$ cat src/core/ea_pkg.sv
// constants of the effective address unit
package ea_pkg;
    localparam int WORD_W = 16;            // instruction unit width, bits
    localparam int ADDR_W = 24;            // internal address width
    localparam int BUS_W = 16;             // memory bus address width
    localparam int OP_HI = 15;             // operation field top bit
    localparam int OP_LO = 12;             // operation field low bit
    localparam int RN_HI = 7;              // first register field top bit
    localparam int RN_LO = 4;              // first register field low bit
    localparam int RM_HI = 3;              // second register field top bit
    localparam int RM_LO = 0;              // second register field low bit
    localparam int CC_HI = 11;             // branch condition field top bit
    localparam int CC_LO = 8;              // branch condition field low bit
    localparam int OP2_HI = 11;            // second operation field top bit
    localparam int OP2_LO = 8;             // second operation field low bit
    localparam int NREG = 8;               // number of 32-bit general registers
    localparam logic [7:0] SHORT_PAGE = 8'hff;   // upper byte for short absolute
    localparam logic [7:0] IND_PAGE = 8'h00;     // upper byte for memory indirect
    localparam logic [7:0] EXT_TOP = 8'h00;      // top byte of a 24-bit extension
    localparam logic [31:0] REG_RESET = 32'h00000000;
    // addressing modes
    typedef enum logic [3:0] {
        MODE_REG = 4'h0,     // register direct
        MODE_IND = 4'h1,     // register indirect
        MODE_DISP = 4'h2,    // indirect with displacement
        MODE_POST = 4'h3,    // post-increment
        MODE_PRE = 4'h4,     // pre-decrement
        MODE_ABS = 4'h5,     // absolute
        MODE_IMM = 4'h6,     // immediate
        MODE_PCREL = 4'h7,   // pc relative
        MODE_MIND = 4'h8     // memory indirect
    } mode_e;
    // operand size
    typedef enum logic [1:0] {
        SZ_BYTE = 2'h0,
        SZ_WORD = 2'h1,
        SZ_LONG = 2'h2
    } size_e;
    // extension length
    typedef enum logic [1:0] {
        EXT_8 = 2'h0,
        EXT_16 = 2'h1,
        EXT_32 = 2'h2
    } ext_e;
    // instruction class, used to check legal modes
    typedef enum logic [1:0] {
        CLS_ALU = 2'h0,
        CLS_MOVE = 2'h1,
        CLS_BIT = 2'h2,
        CLS_BRANCH = 2'h3
    } class_e;
    localparam logic [3:0] BITNUM_REG_OPS = 4'h4;  // bit ops that take a register number
endpackage : ea_pkg

$ cat src/core/ea_regfile.sv
// general register file: eight 32-bit registers
`timescale 1ns/10ps
`default_nettype none
module ea_regfile (
    // clocking
    input wire logic mclk,
    input wire logic rstn,
    input wire logic ce,
    // read ports
    input wire logic [2:0] rdSelA,
    output logic [31:0] rdDataA,
    input wire logic [2:0] rdSelB,
    output logic [31:0] rdDataB,
    // write port
    input wire logic wrEn,
    input wire logic [2:0] wrSel,
    input wire logic [31:0] wrData
);
    logic [31:0] regs_r [ea_pkg::NREG];    // register storage
    logic [31:0] regs_nxt [ea_pkg::NREG];

    // next values: one write per cycle
    always_comb begin
        for (int i = 0; i < ea_pkg::NREG; i++) begin
            regs_nxt[i] = regs_r[i];
        end
        if (wrEn) begin
            regs_nxt[wrSel] = wrData;
        end
    end

    // storage, frozen while the clock enable is low
    always_ff @(posedge mclk) begin
        for (int i = 0; i < ea_pkg::NREG; i++) begin
            if (!rstn) begin
                regs_r[i] <= ea_pkg::REG_RESET;
            end else if (ce) begin
                regs_r[i] <= regs_nxt[i];
            end
        end
    end

    // reads are combinational; write data shows next cycle
    assign rdDataA = regs_r[rdSelA];
    assign rdDataB = regs_r[rdSelB];
endmodule : ea_regfile
`default_nettype wire

$ cat src/core/cpu_effective_address_unit.sv
// instruction field split and effective address generation
`timescale 1ns/10ps
`default_nettype none
module cpu_effective_address_unit (
    // clocking
    input wire logic mclk,
    input wire logic rstn,
    input wire logic ce,
    // instruction stream, one 16-bit word per strobe
    input wire logic wordValid,
    input wire logic [15:0] instrWord,
    input wire logic firstWord,
    // decode controls from the opcode decoder
    input wire logic [3:0] addrMode,
    input wire logic [1:0] opSize,
    input wire logic [1:0] extLen,
    input wire logic [1:0] instrClass,
    input wire logic absShort,
    input wire logic bitNumFromReg,
    input wire logic [23:0] progCounter,
    // memory word read back for memory indirect mode
    input wire logic memDataValid,
    input wire logic [15:0] memData,
    // register write port from the execution unit
    input wire logic regWrEn,
    input wire logic [2:0] regWrSel,
    input wire logic [31:0] regWrData,
    // decoded fields
    output logic [3:0] operation_field,
    output logic [3:0] operation_field2,
    output logic [3:0] first_register_field,
    output logic [3:0] second_register_field,
    output logic [3:0] branch_condition_field,
    output logic condValid,
    output logic [2:0] bitNumber,
    // results
    output logic [15:0] memAddr,
    output logic [31:0] operandValue,
    output logic [15:0] branchTarget,
    output logic memReq,
    output logic resultValid,
    output logic modeError
);
    // sequencer states
    typedef enum logic [4:0] {
        ST_IDLE = 5'b00001,   // waiting for the first word
        ST_EXT1 = 5'b00010,   // collecting first extension word
        ST_EXT2 = 5'b00100,   // collecting second extension word
        ST_CALC = 5'b01000,   // forming the address
        ST_MIND = 5'b10000    // waiting for the indirect word
    } state_e;

    state_e state_r, state_nxt;
    logic [31:0] ext_r, ext_nxt;             // assembled extension
    logic [3:0] mode_r, mode_nxt;
    logic [1:0] size_r, size_nxt;
    logic [1:0] elen_r, elen_nxt;
    logic short_r, short_nxt;
    logic bnReg_r, bnReg_nxt;
    // output registers
    logic [15:0] memAddr_r, memAddr_nxt;
    logic [31:0] operand_r, operand_nxt;
    logic [15:0] target_r, target_nxt;
    logic memReq_r, memReq_nxt;
    logic valid_r, valid_nxt;
    logic err_r, err_nxt;
    logic [3:0] opf_r, opf_nxt;
    logic [3:0] op2_r, op2_nxt;
    logic [3:0] rnf_r, rnf_nxt;
    logic [3:0] rmf_r, rmf_nxt;
    logic [3:0] ccf_r, ccf_nxt;
    logic ccv_r, ccv_nxt;
    logic [2:0] bitn_r, bitn_nxt;
    // register file connection
    logic [31:0] rdA, rdB;
    logic rfWr;
    logic [2:0] rfSel;
    logic [31:0] rfData;

    // size to step: 1, 2 or 4 bytes
    function automatic logic [31:0] stepOf(input logic [1:0] sz);
        case (sz)
            ea_pkg::SZ_WORD: stepOf = 32'h00000002;
            ea_pkg::SZ_LONG: stepOf = 32'h00000004;
            default: stepOf = 32'h00000001;
        endcase
    endfunction : stepOf

    // 24-bit internal address cut to the 16-bit bus
    function automatic logic [15:0] toBus(input logic [23:0] a);
        toBus = a[ea_pkg::BUS_W-1:0];
    endfunction : toBus

    // legal mode check per instruction class
    function automatic logic modeOk(input logic [1:0] c, input logic [3:0] m, input logic s);
        case (c)
            ea_pkg::CLS_ALU: modeOk = (m == ea_pkg::MODE_REG) || (m == ea_pkg::MODE_IMM);
            ea_pkg::CLS_MOVE: modeOk = (m <= ea_pkg::MODE_IMM);
            ea_pkg::CLS_BIT: modeOk = (m == ea_pkg::MODE_REG) || (m == ea_pkg::MODE_IND)
                || ((m == ea_pkg::MODE_ABS) && s);
            ea_pkg::CLS_BRANCH: modeOk = (m == ea_pkg::MODE_PCREL) || (m == ea_pkg::MODE_MIND)
                || (m == ea_pkg::MODE_IND) || (m == ea_pkg::MODE_ABS);
            default: modeOk = 1'b0;
        endcase
    endfunction : modeOk

    // register direct read by operand size
    function automatic logic [31:0] regDirect(input logic [31:0] r, input logic [1:0] sz,
                                              input logic [3:0] f);
        case (sz)
            // low three bits pick register; bit 3 set picks the high word half, or for bytes the low byte
            ea_pkg::SZ_BYTE: regDirect = {24'h000000, f[3] ? r[7:0] : r[15:8]};
            ea_pkg::SZ_WORD: regDirect = {16'h0000, f[3] ? r[31:16] : r[15:0]};
            default: regDirect = r;
        endcase
    endfunction : regDirect

    // the register file
    ea_regfile u_regs (
        .mclk(mclk),
        .rstn(rstn),
        .ce(ce),
        .rdSelA(rnf_r[2:0]),
        .rdDataA(rdA),
        .rdSelB(rmf_r[2:0]),
        .rdDataB(rdB),
        .wrEn(rfWr),
        .wrSel(rfSel),
        .wrData(rfData)
    );

    // sequencer and result computation
    always_comb begin
        logic [31:0] sum;
        logic [31:0] disp;
        logic [23:0] ea;
        sum = 32'h00000000;
        disp = 32'h00000000;
        ea = 24'h000000;
        state_nxt = state_r;
        ext_nxt = ext_r;
        mode_nxt = mode_r;
        size_nxt = size_r;
        elen_nxt = elen_r;
        short_nxt = short_r;
        bnReg_nxt = bnReg_r;
        memAddr_nxt = memAddr_r;
        operand_nxt = operand_r;
        target_nxt = target_r;
        memReq_nxt = 1'b0;
        valid_nxt = 1'b0;
        err_nxt = err_r;
        opf_nxt = opf_r;
        op2_nxt = op2_r;
        rnf_nxt = rnf_r;
        rmf_nxt = rmf_r;
        ccf_nxt = ccf_r;
        ccv_nxt = ccv_r;
        bitn_nxt = bitn_r;
        rfWr = regWrEn;
        rfSel = regWrSel;
        rfData = regWrData;
        case (state_r)
            ST_IDLE: begin
                // only a whole first word starts
                if (wordValid && firstWord) begin
                    opf_nxt = instrWord[ea_pkg::OP_HI:ea_pkg::OP_LO];
                    op2_nxt = instrWord[ea_pkg::OP2_HI:ea_pkg::OP2_LO];
                    rnf_nxt = instrWord[ea_pkg::RN_HI:ea_pkg::RN_LO];
                    rmf_nxt = instrWord[ea_pkg::RM_HI:ea_pkg::RM_LO];
                    ccv_nxt = (instrClass == ea_pkg::CLS_BRANCH)
                        && (addrMode == ea_pkg::MODE_PCREL);
                    ccf_nxt = ccv_nxt ? instrWord[ea_pkg::CC_HI:ea_pkg::CC_LO] : 4'h0;
                    // bit number: register low bits or 3-bit immediate
                    bitn_nxt = instrWord[6:4];
                    mode_nxt = addrMode;
                    size_nxt = opSize;
                    elen_nxt = extLen;
                    short_nxt = absShort;
                    bnReg_nxt = bitNumFromReg;
                    ext_nxt = 32'h00000000;
                    err_nxt = !modeOk(instrClass, addrMode, absShort);
                    // short forms carry 8 bits in the first word
                    if ((addrMode == ea_pkg::MODE_ABS && absShort)
                        || addrMode == ea_pkg::MODE_MIND
                        || (addrMode == ea_pkg::MODE_PCREL && extLen == ea_pkg::EXT_8)
                        || (addrMode == ea_pkg::MODE_IMM && extLen == ea_pkg::EXT_8)) begin
                        ext_nxt = {24'h000000, instrWord[7:0]};
                        state_nxt = ST_CALC;
                    end else if (addrMode == ea_pkg::MODE_DISP || addrMode == ea_pkg::MODE_ABS
                        || addrMode == ea_pkg::MODE_IMM || addrMode == ea_pkg::MODE_PCREL) begin
                        state_nxt = ST_EXT1;
                    end else begin
                        state_nxt = ST_CALC;
                    end
                end
            end
            ST_EXT1: begin
                if (wordValid) begin
                    if (elen_r == ea_pkg::EXT_32) begin
                        ext_nxt = {instrWord, 16'h0000};
                        state_nxt = ST_EXT2;
                    end else begin
                        ext_nxt = {16'h0000, instrWord};
                        state_nxt = ST_CALC;
                    end
                end
            end
            ST_EXT2: begin
                if (wordValid) begin
                    ext_nxt = {ext_r[31:16], instrWord};
                    state_nxt = ST_CALC;
                end
            end
            ST_CALC: begin
                // bit number from a register if asked
                if (bnReg_r) begin
                    bitn_nxt = rdA[2:0];
                end
                case (mode_r)
                    ea_pkg::MODE_REG: begin
                        operand_nxt = regDirect(rdB, size_r, rmf_r);
                    end
                    ea_pkg::MODE_IND: begin
                        ea = rdA[ea_pkg::ADDR_W-1:0];
                        memReq_nxt = 1'b1;
                    end
                    ea_pkg::MODE_DISP: begin
                        // 24-bit displacement arrives with a zero top byte
                        disp = (elen_r == ea_pkg::EXT_16)
                            ? {{16{ext_r[15]}}, ext_r[15:0]}
                            : {ea_pkg::EXT_TOP, ext_r[23:0]};
                        sum = rdA + disp;
                        ea = sum[ea_pkg::ADDR_W-1:0];
                        memReq_nxt = 1'b1;
                    end
                    ea_pkg::MODE_POST: begin
                        ea = rdA[ea_pkg::ADDR_W-1:0];
                        memReq_nxt = 1'b1;
                        // full 32-bit write-back
                        rfWr = 1'b1;
                        rfSel = rnf_r[2:0];
                        rfData = rdA + stepOf(size_r);
                    end
                    ea_pkg::MODE_PRE: begin
                        sum = rdA - stepOf(size_r);
                        ea = sum[ea_pkg::ADDR_W-1:0];
                        memReq_nxt = 1'b1;
                        rfWr = 1'b1;
                        rfSel = rnf_r[2:0];
                        rfData = sum;
                    end
                    ea_pkg::MODE_ABS: begin
                        if (short_r) begin
                            ea = {ea_pkg::SHORT_PAGE, ea_pkg::SHORT_PAGE, ext_r[7:0]};
                        end else if (elen_r == ea_pkg::EXT_16) begin
                            ea = {{8{ext_r[15]}}, ext_r[15:0]};
                        end else begin
                            ea = ext_r[23:0];
                        end
                        memReq_nxt = 1'b1;
                        target_nxt = toBus(ea);
                    end
                    ea_pkg::MODE_IMM: begin
                        operand_nxt = ext_r;
                    end
                    ea_pkg::MODE_PCREL: begin
                        disp = (elen_r == ea_pkg::EXT_8)
                            ? {{24{ext_r[7]}}, ext_r[7:0]}
                            : {{16{ext_r[15]}}, ext_r[15:0]};
                        sum = {8'h00, progCounter} + disp;
                        ea = sum[ea_pkg::ADDR_W-1:0];
                        target_nxt = toBus(ea);
                    end
                    ea_pkg::MODE_MIND: begin
                        ea = {ea_pkg::IND_PAGE, ea_pkg::IND_PAGE, ext_r[7:0]};
                        memReq_nxt = 1'b1;
                    end
                    default: begin
                        err_nxt = 1'b1;
                    end
                endcase
                memAddr_nxt = toBus(ea);
                if (err_r) begin
                    memReq_nxt = 1'b0;
                    rfWr = regWrEn;
                    rfSel = regWrSel;
                    rfData = regWrData;
                end
                if (mode_r == ea_pkg::MODE_MIND && !err_r) begin
                    state_nxt = ST_MIND;
                end else begin
                    valid_nxt = 1'b1;
                    state_nxt = ST_IDLE;
                end
            end
            ST_MIND: begin
                // page-zero word is the target
                if (memDataValid) begin
                    target_nxt = memData;
                    valid_nxt = 1'b1;
                    state_nxt = ST_IDLE;
                end
            end
            default: begin
                state_nxt = ST_IDLE;
            end
        endcase
    end

    // sequencer and output registers, frozen while ce is low
    always_ff @(posedge mclk) begin
        if (!rstn) begin
            state_r <= ST_IDLE;
            ext_r <= 32'h00000000;
            mode_r <= 4'h0;
            size_r <= 2'h0;
            elen_r <= 2'h0;
            short_r <= 1'b0;
            bnReg_r <= 1'b0;
            memAddr_r <= 16'h0000;
            operand_r <= 32'h00000000;
            target_r <= 16'h0000;
            memReq_r <= 1'b0;
            valid_r <= 1'b0;
            err_r <= 1'b0;
            opf_r <= 4'h0;
            op2_r <= 4'h0;
            rnf_r <= 4'h0;
            rmf_r <= 4'h0;
            ccf_r <= 4'h0;
            ccv_r <= 1'b0;
            bitn_r <= 3'h0;
        end else if (ce) begin
            state_r <= state_nxt;
            ext_r <= ext_nxt;
            mode_r <= mode_nxt;
            size_r <= size_nxt;
            elen_r <= elen_nxt;
            short_r <= short_nxt;
            bnReg_r <= bnReg_nxt;
            memAddr_r <= memAddr_nxt;
            operand_r <= operand_nxt;
            target_r <= target_nxt;
            memReq_r <= memReq_nxt;
            valid_r <= valid_nxt;
            err_r <= err_nxt;
            opf_r <= opf_nxt;
            op2_r <= op2_nxt;
            rnf_r <= rnf_nxt;
            rmf_r <= rmf_nxt;
            ccf_r <= ccf_nxt;
            ccv_r <= ccv_nxt;
            bitn_r <= bitn_nxt;
        end
    end

    // outputs straight from flip-flops
    assign operation_field = opf_r;
    assign operation_field2 = op2_r;
    assign first_register_field = rnf_r;
    assign second_register_field = rmf_r;
    assign branch_condition_field = ccf_r;
    assign condValid = ccv_r;
    assign bitNumber = bitn_r;
    assign memAddr = memAddr_r;
    assign operandValue = operand_r;
    assign branchTarget = target_r;
    assign memReq = memReq_r;
    assign resultValid = valid_r;
    assign modeError = err_r;
endmodule : cpu_effective_address_unit
`default_nettype wire

$ cat config.mk
export PLATFORM = sky130hd
export DESIGN_NAME = cpu_effective_address_unit
export DESIGN_NICKNAME = d
export VERILOG_FILES = /design/src/core/ea_pkg.sv /design/src/core/ea_regfile.sv /design/src/core/cpu_effective_address_unit.sv
export SDC_FILE = /design/constraint.sdc
export NUM_CORES = 1
export LEC_CHECK = 0
export BUFFER_PORTS_ARGS = -buffer_cell sky130_fd_sc_hd__clkbuf_2
export CORE_UTILIZATION = 49
export DETAILED_ROUTE_END_ITERATION = 8
export HOLD_SLACK_MARGIN = 0.15
export PLACE_DENSITY = 0.64
export SLEW_MARGIN = 10
export SYNTH_ARGS = -nofsm -noshare
export SYNTH_HDL_FRONTEND = slang
export SYNTH_SLANG_ARGS = --single-unit
$ cat constraint.sdc
create_clock -name mclk -period 9.5 [get_ports mclk]
set_input_delay 1.425 -clock mclk [delete_from_list [all_inputs] [get_ports mclk]]
set_output_delay 1.425 -clock mclk [all_outputs]
set_load 0.005 [all_outputs]
==> impl_metrics.py <==
metrics = {
    "power": {
        "power_uw": 4610,
        "leakagePower_uw": 0.0101,
        "ir_drop_mv": 0.116,
        "p_per_area_nw_per_um2": 161,
    },
    "logic_synthesis": {
        "ys.warnings.count": 0,
        "yosysSeqAreaShare_pct": 41.1,
        "syn_area_sq_um": 25700,
        "synthAdderAreaFrac_pct": 2.31,
        "synth_top_family_by_area": "compound AO/OA/AOI/OAI gates",
        "synth.distinct_cells": 88,
        "synth_ff_type": "edfxtp_1",
        "muxShareOfSynthArea_pct": 15.3,
        "synth-seq-cells": 400,
        "syn_area_per_cell_sq_um": 9.87,
        "syn_nets": 2759,
        "synth_xor_xnor_area_share_pct": 1.94,
        "synth_compound_area_share_pct": 22.3,
        "synthSimpleGateAreaFrac_pct": 13.1,
        "syn_inst": 2604,
        "synth_edf_count": 256,
        "synth-async-reset-ratio_pct": 0,
    },
    "finish": {
        "multi_input_comb_area_sq_um": 14200,
        "ff_latch_area_sq_um": 10600,
        "antennaDiodeCount": 0,
        "n_fill_cell": 4410,
        "layout.nets": 2835,
        "layout-drive-gt1-share_pct": 17.9,
        "final_util_pct": 55.4,
        "design_area_sq_um": 28600,
        "areaGrowthSynthToFinish_pct": 11.2,
    },
    "global_routing": {
        "grt_pass1_wl_microns": 132000,
        "grt_max_degree": 207,
        "gr-usage-all-layers_pct": 32.4,
        "antenna_found_initial": 4,
        "grt_overflow": 0,
        "grt_pass1_vias": 21300,
    },
    "timing": {
        "finalCritPeriodShare_pct": 66.9,
        "timing.fmax_mhz": 157,
        "skew_ns": 0.0134,
        "post-route-min-period_ns": 6.35,
        "final_hold_viol_count": 0,
        "setup_viol": 0,
        "tns_ns": 0,
        "setup_slack_ns": 3.15,
        "slew_viol_final": 0,
        "tightest_slew_ns": 1.24,
        "max-slew-margin-rel_pct": 17.6,
        "rsz0062_at_grt": "no",
    },
    "clocking": {
        "clock_latency_ns": 0.60,
        "cts_num_sinks": 400,
        "cts_setup_buffers": 0,
        "cts_buffer_depth": 3,
        "path_clk_slew_ns": 0.06,
        "cts_hold_buf": 0,
        "cts_resized": 0,
        "tritoncts": "yes",
        "cts_htree_levels": 2,
        "cts_buffers": 47,
        "cts-root-buf": "clkbuf_16",
    },
    "die": {
        "row_count": 83,
        "fp.coreArea_sq_um": 51600,
        "die_area_sq_um": 53400,
        "start_util_pct": 49.8,
        "die_x_microns": 231,
        "die_y_microns": 231,
        "design.portCount": 201,
    },
    "critical_path": {
        "cp-end-kind": "flop",
        "critical_path_required_ns": 9.80,
        "rr_endpoint": "u_regs.regs_r[0][26]",
        "critPathKind": "reg -> reg",
        "startpoint_type": "flop",
        "critical_path_arrival_ns": 6.66,
        "ff2ff_setup_slack_ns": 3.15,
        "cp_max_fo": 32,
        "r2r_cells": 14,
    },
    "place": {
        "io_buffers": 192,
        "dp_hpwl_microns": 57600,
        "gp_congestion": 0.952,
        "place_area_sq_um": 27100,
        "dp_slack_ns": 3.34,
    },
    "route": {
        "postRouteAntennaNets": 0,
        "drc_errors": 0,
        "dr.pass1.iters": 7,
        "wl_per_cell_microns": 25.9,
        "wirelength_microns": 87900,
        "drt_iter0_drc": 2815,
        "post_drt_via_cell_ratio": 6.74,
        "dr_total_vias": 22900,
    },
    "min_path": {
        "hold_path_depth": 2,
        "hold_start": "first_register_field[3]",
        "min_path_type": "reg -> reg",
        "hold_end": "first_register_field[3]",
    },
    "status": {
        "status": "completed",
    },
    "job": {
        "cap_violations": 0,
    },
}
[layout make-up]
cell class	instances	area share (%)
Timing Repair Buffer	234	4.50
Clock buffer	65	4.75
Multi-Input combinational cell	1967	49.8
Sequential cell	400	37.0
Clock inverter	21	0.578
Inverter	30	0.394
Tap cell	680	2.98
[where the power goes]
part / switching [uW] / internal, uW / leakage (uW)
clock network: 757 / 1050 / 0.000748
logic: 475 / 274 / 0.00546
registers: 96.0 / 1960 / 0.00389
[metal layers]
layer / global-route usage [%] / vias to the layer above / wire (microns)
li1: - / 10200 / -
met2: 49.4 / 1308 / 39100
met5: 0 / - / 55
met1: 44.8 / 11100 / 35700
met4: 14.3 / 8 / 4050
met3: 6.15 / 233 / 9070
[cell families (layout without fill, tap and decap cells)]
logic type / after synthesis / after routing
compound gates: 917 / 917
xor+xnor: 57 / 57
fa+ha+maj: 45 / 45
buf+inv: 237 / 350
flops: 400 / 400
mux: 228 / 228
simple gates: 720 / 720
[state kept, by name, indices dropped and copies added (netlist names), 4 cells and up, named ones only]
signal                  count
mode_r                      4
state_r                     5
branch_condition_field      4
ext_r                      32
memAddr                    16
operandValue               32
operation_field2            4
operation_field             4
branchTarget               16
u_regs.regs_r             256
first_register_field        4
second_register_field       4
[synth_stat cells (all sizes together) (12+ instances only)]
library cell | count | share of area, %
nor3 | 73 | 1.4
o211ai | 23 | 0.67
nor4 | 13 | 0.43
ha | 41 | 2.0
mux2i | 80 | 3.2
clkbuf | 173 | 2.5
o21ai | 263 | 5.1
mux4 | 123 | 11
edfxtp | 256 | 30
buf | 34 | 0.99
dfxtp | 144 | 11
a221oi | 31 | 1.1
a22oi | 31 | 0.91
xor2 | 33 | 1.1
inv | 29 | 0.42
nor2b | 36 | 0.88
and2 | 14 | 0.34
or3 | 12 | 0.29
xnor2 | 24 | 0.82
nand2 | 222 | 3.3
a21o | 12 | 0.35
a21oi | 289 | 5.6
nand3 | 79 | 1.6
nand2b | 15 | 0.37
a211o | 14 | 0.48
mux2 | 25 | 1.1
nor2 | 202 | 2.9
nand4 | 13 | 0.34
a21boi | 37 | 1.1
a31oi | 18 | 0.44
a211oi | 94 | 2.8
[stage by stage]
stage / hold WS, ns / cells
2_1_floorplan: 0.433 / 2604
3_3_place_gp: 0.443 / 3310
3_5_place_dp: 0.451 / 3310
4_1_cts: 0.458 / 3396
5_1_grt: 0.485 / 3397
6_report: 0.458 / 3397
[worst max path at each step]
stage	from	depth (start not counted)	slack (ns)	endpoint
3_5_place_dp	flop	14	3.34	u_regs.regs_r[5][26]
3_3_place_gp	flop	14	3.40	u_regs.regs_r[1][26]
6_report	flop	14	3.15	u_regs.regs_r[0][26]
4_1_cts	flop	14	3.31	u_regs.regs_r[5][26]
5_1_grt	flop	14	2.86	u_regs.regs_r[3][26]
2_1_floorplan	rstn	3	1.37	u_regs.regs_r[0][0]
[critical path, stage by stage (launching register included)]
cell      delay, ns
dfxtp_2        0.52
buf_4          0.61
mux4_2         0.58
mux2i_1        0.18
buf_4          0.23
ha_1           0.17
inv_1          0.05
fa_1           0.52
a211oi_1       0.47
nand3_2        0.45
nor4_4         0.73
nand3_1        0.19
xor2_1         0.19
a222oi_1       0.97
a21oi_1        0.17
[layout by cell type, fill, tap and decap left out, types with 28 or more instances in the layout]
| cell | synthesis | final |
|---|---|---|
| a211oi_1 | 93 | 93 |
| a21boi_0 | 37 | 37 |
| a21oi_1 | 289 | 289 |
| a221oi_1 | 28 | 28 |
| a22oi_1 | 31 | 31 |
| buf_4 | 1 | 40 |
| clkbuf_16 | 0 | 50 |
| clkbuf_2 | 0 | 192 |
| dfxtp_1 | 144 | 138 |
| edfxtp_1 | 256 | 256 |
| ha_1 | 41 | 41 |
| mux2i_1 | 78 | 78 |
| mux4_2 | 107 | 107 |
| nand2_1 | 221 | 219 |
| nand3_1 | 78 | 78 |
| nor2_1 | 202 | 194 |
| nor2b_1 | 36 | 36 |
| nor3_1 | 72 | 72 |
| o21ai_0 | 260 | 260 |
| xor2_1 | 33 | 33 |
Power figures use the tool's default switching activity.
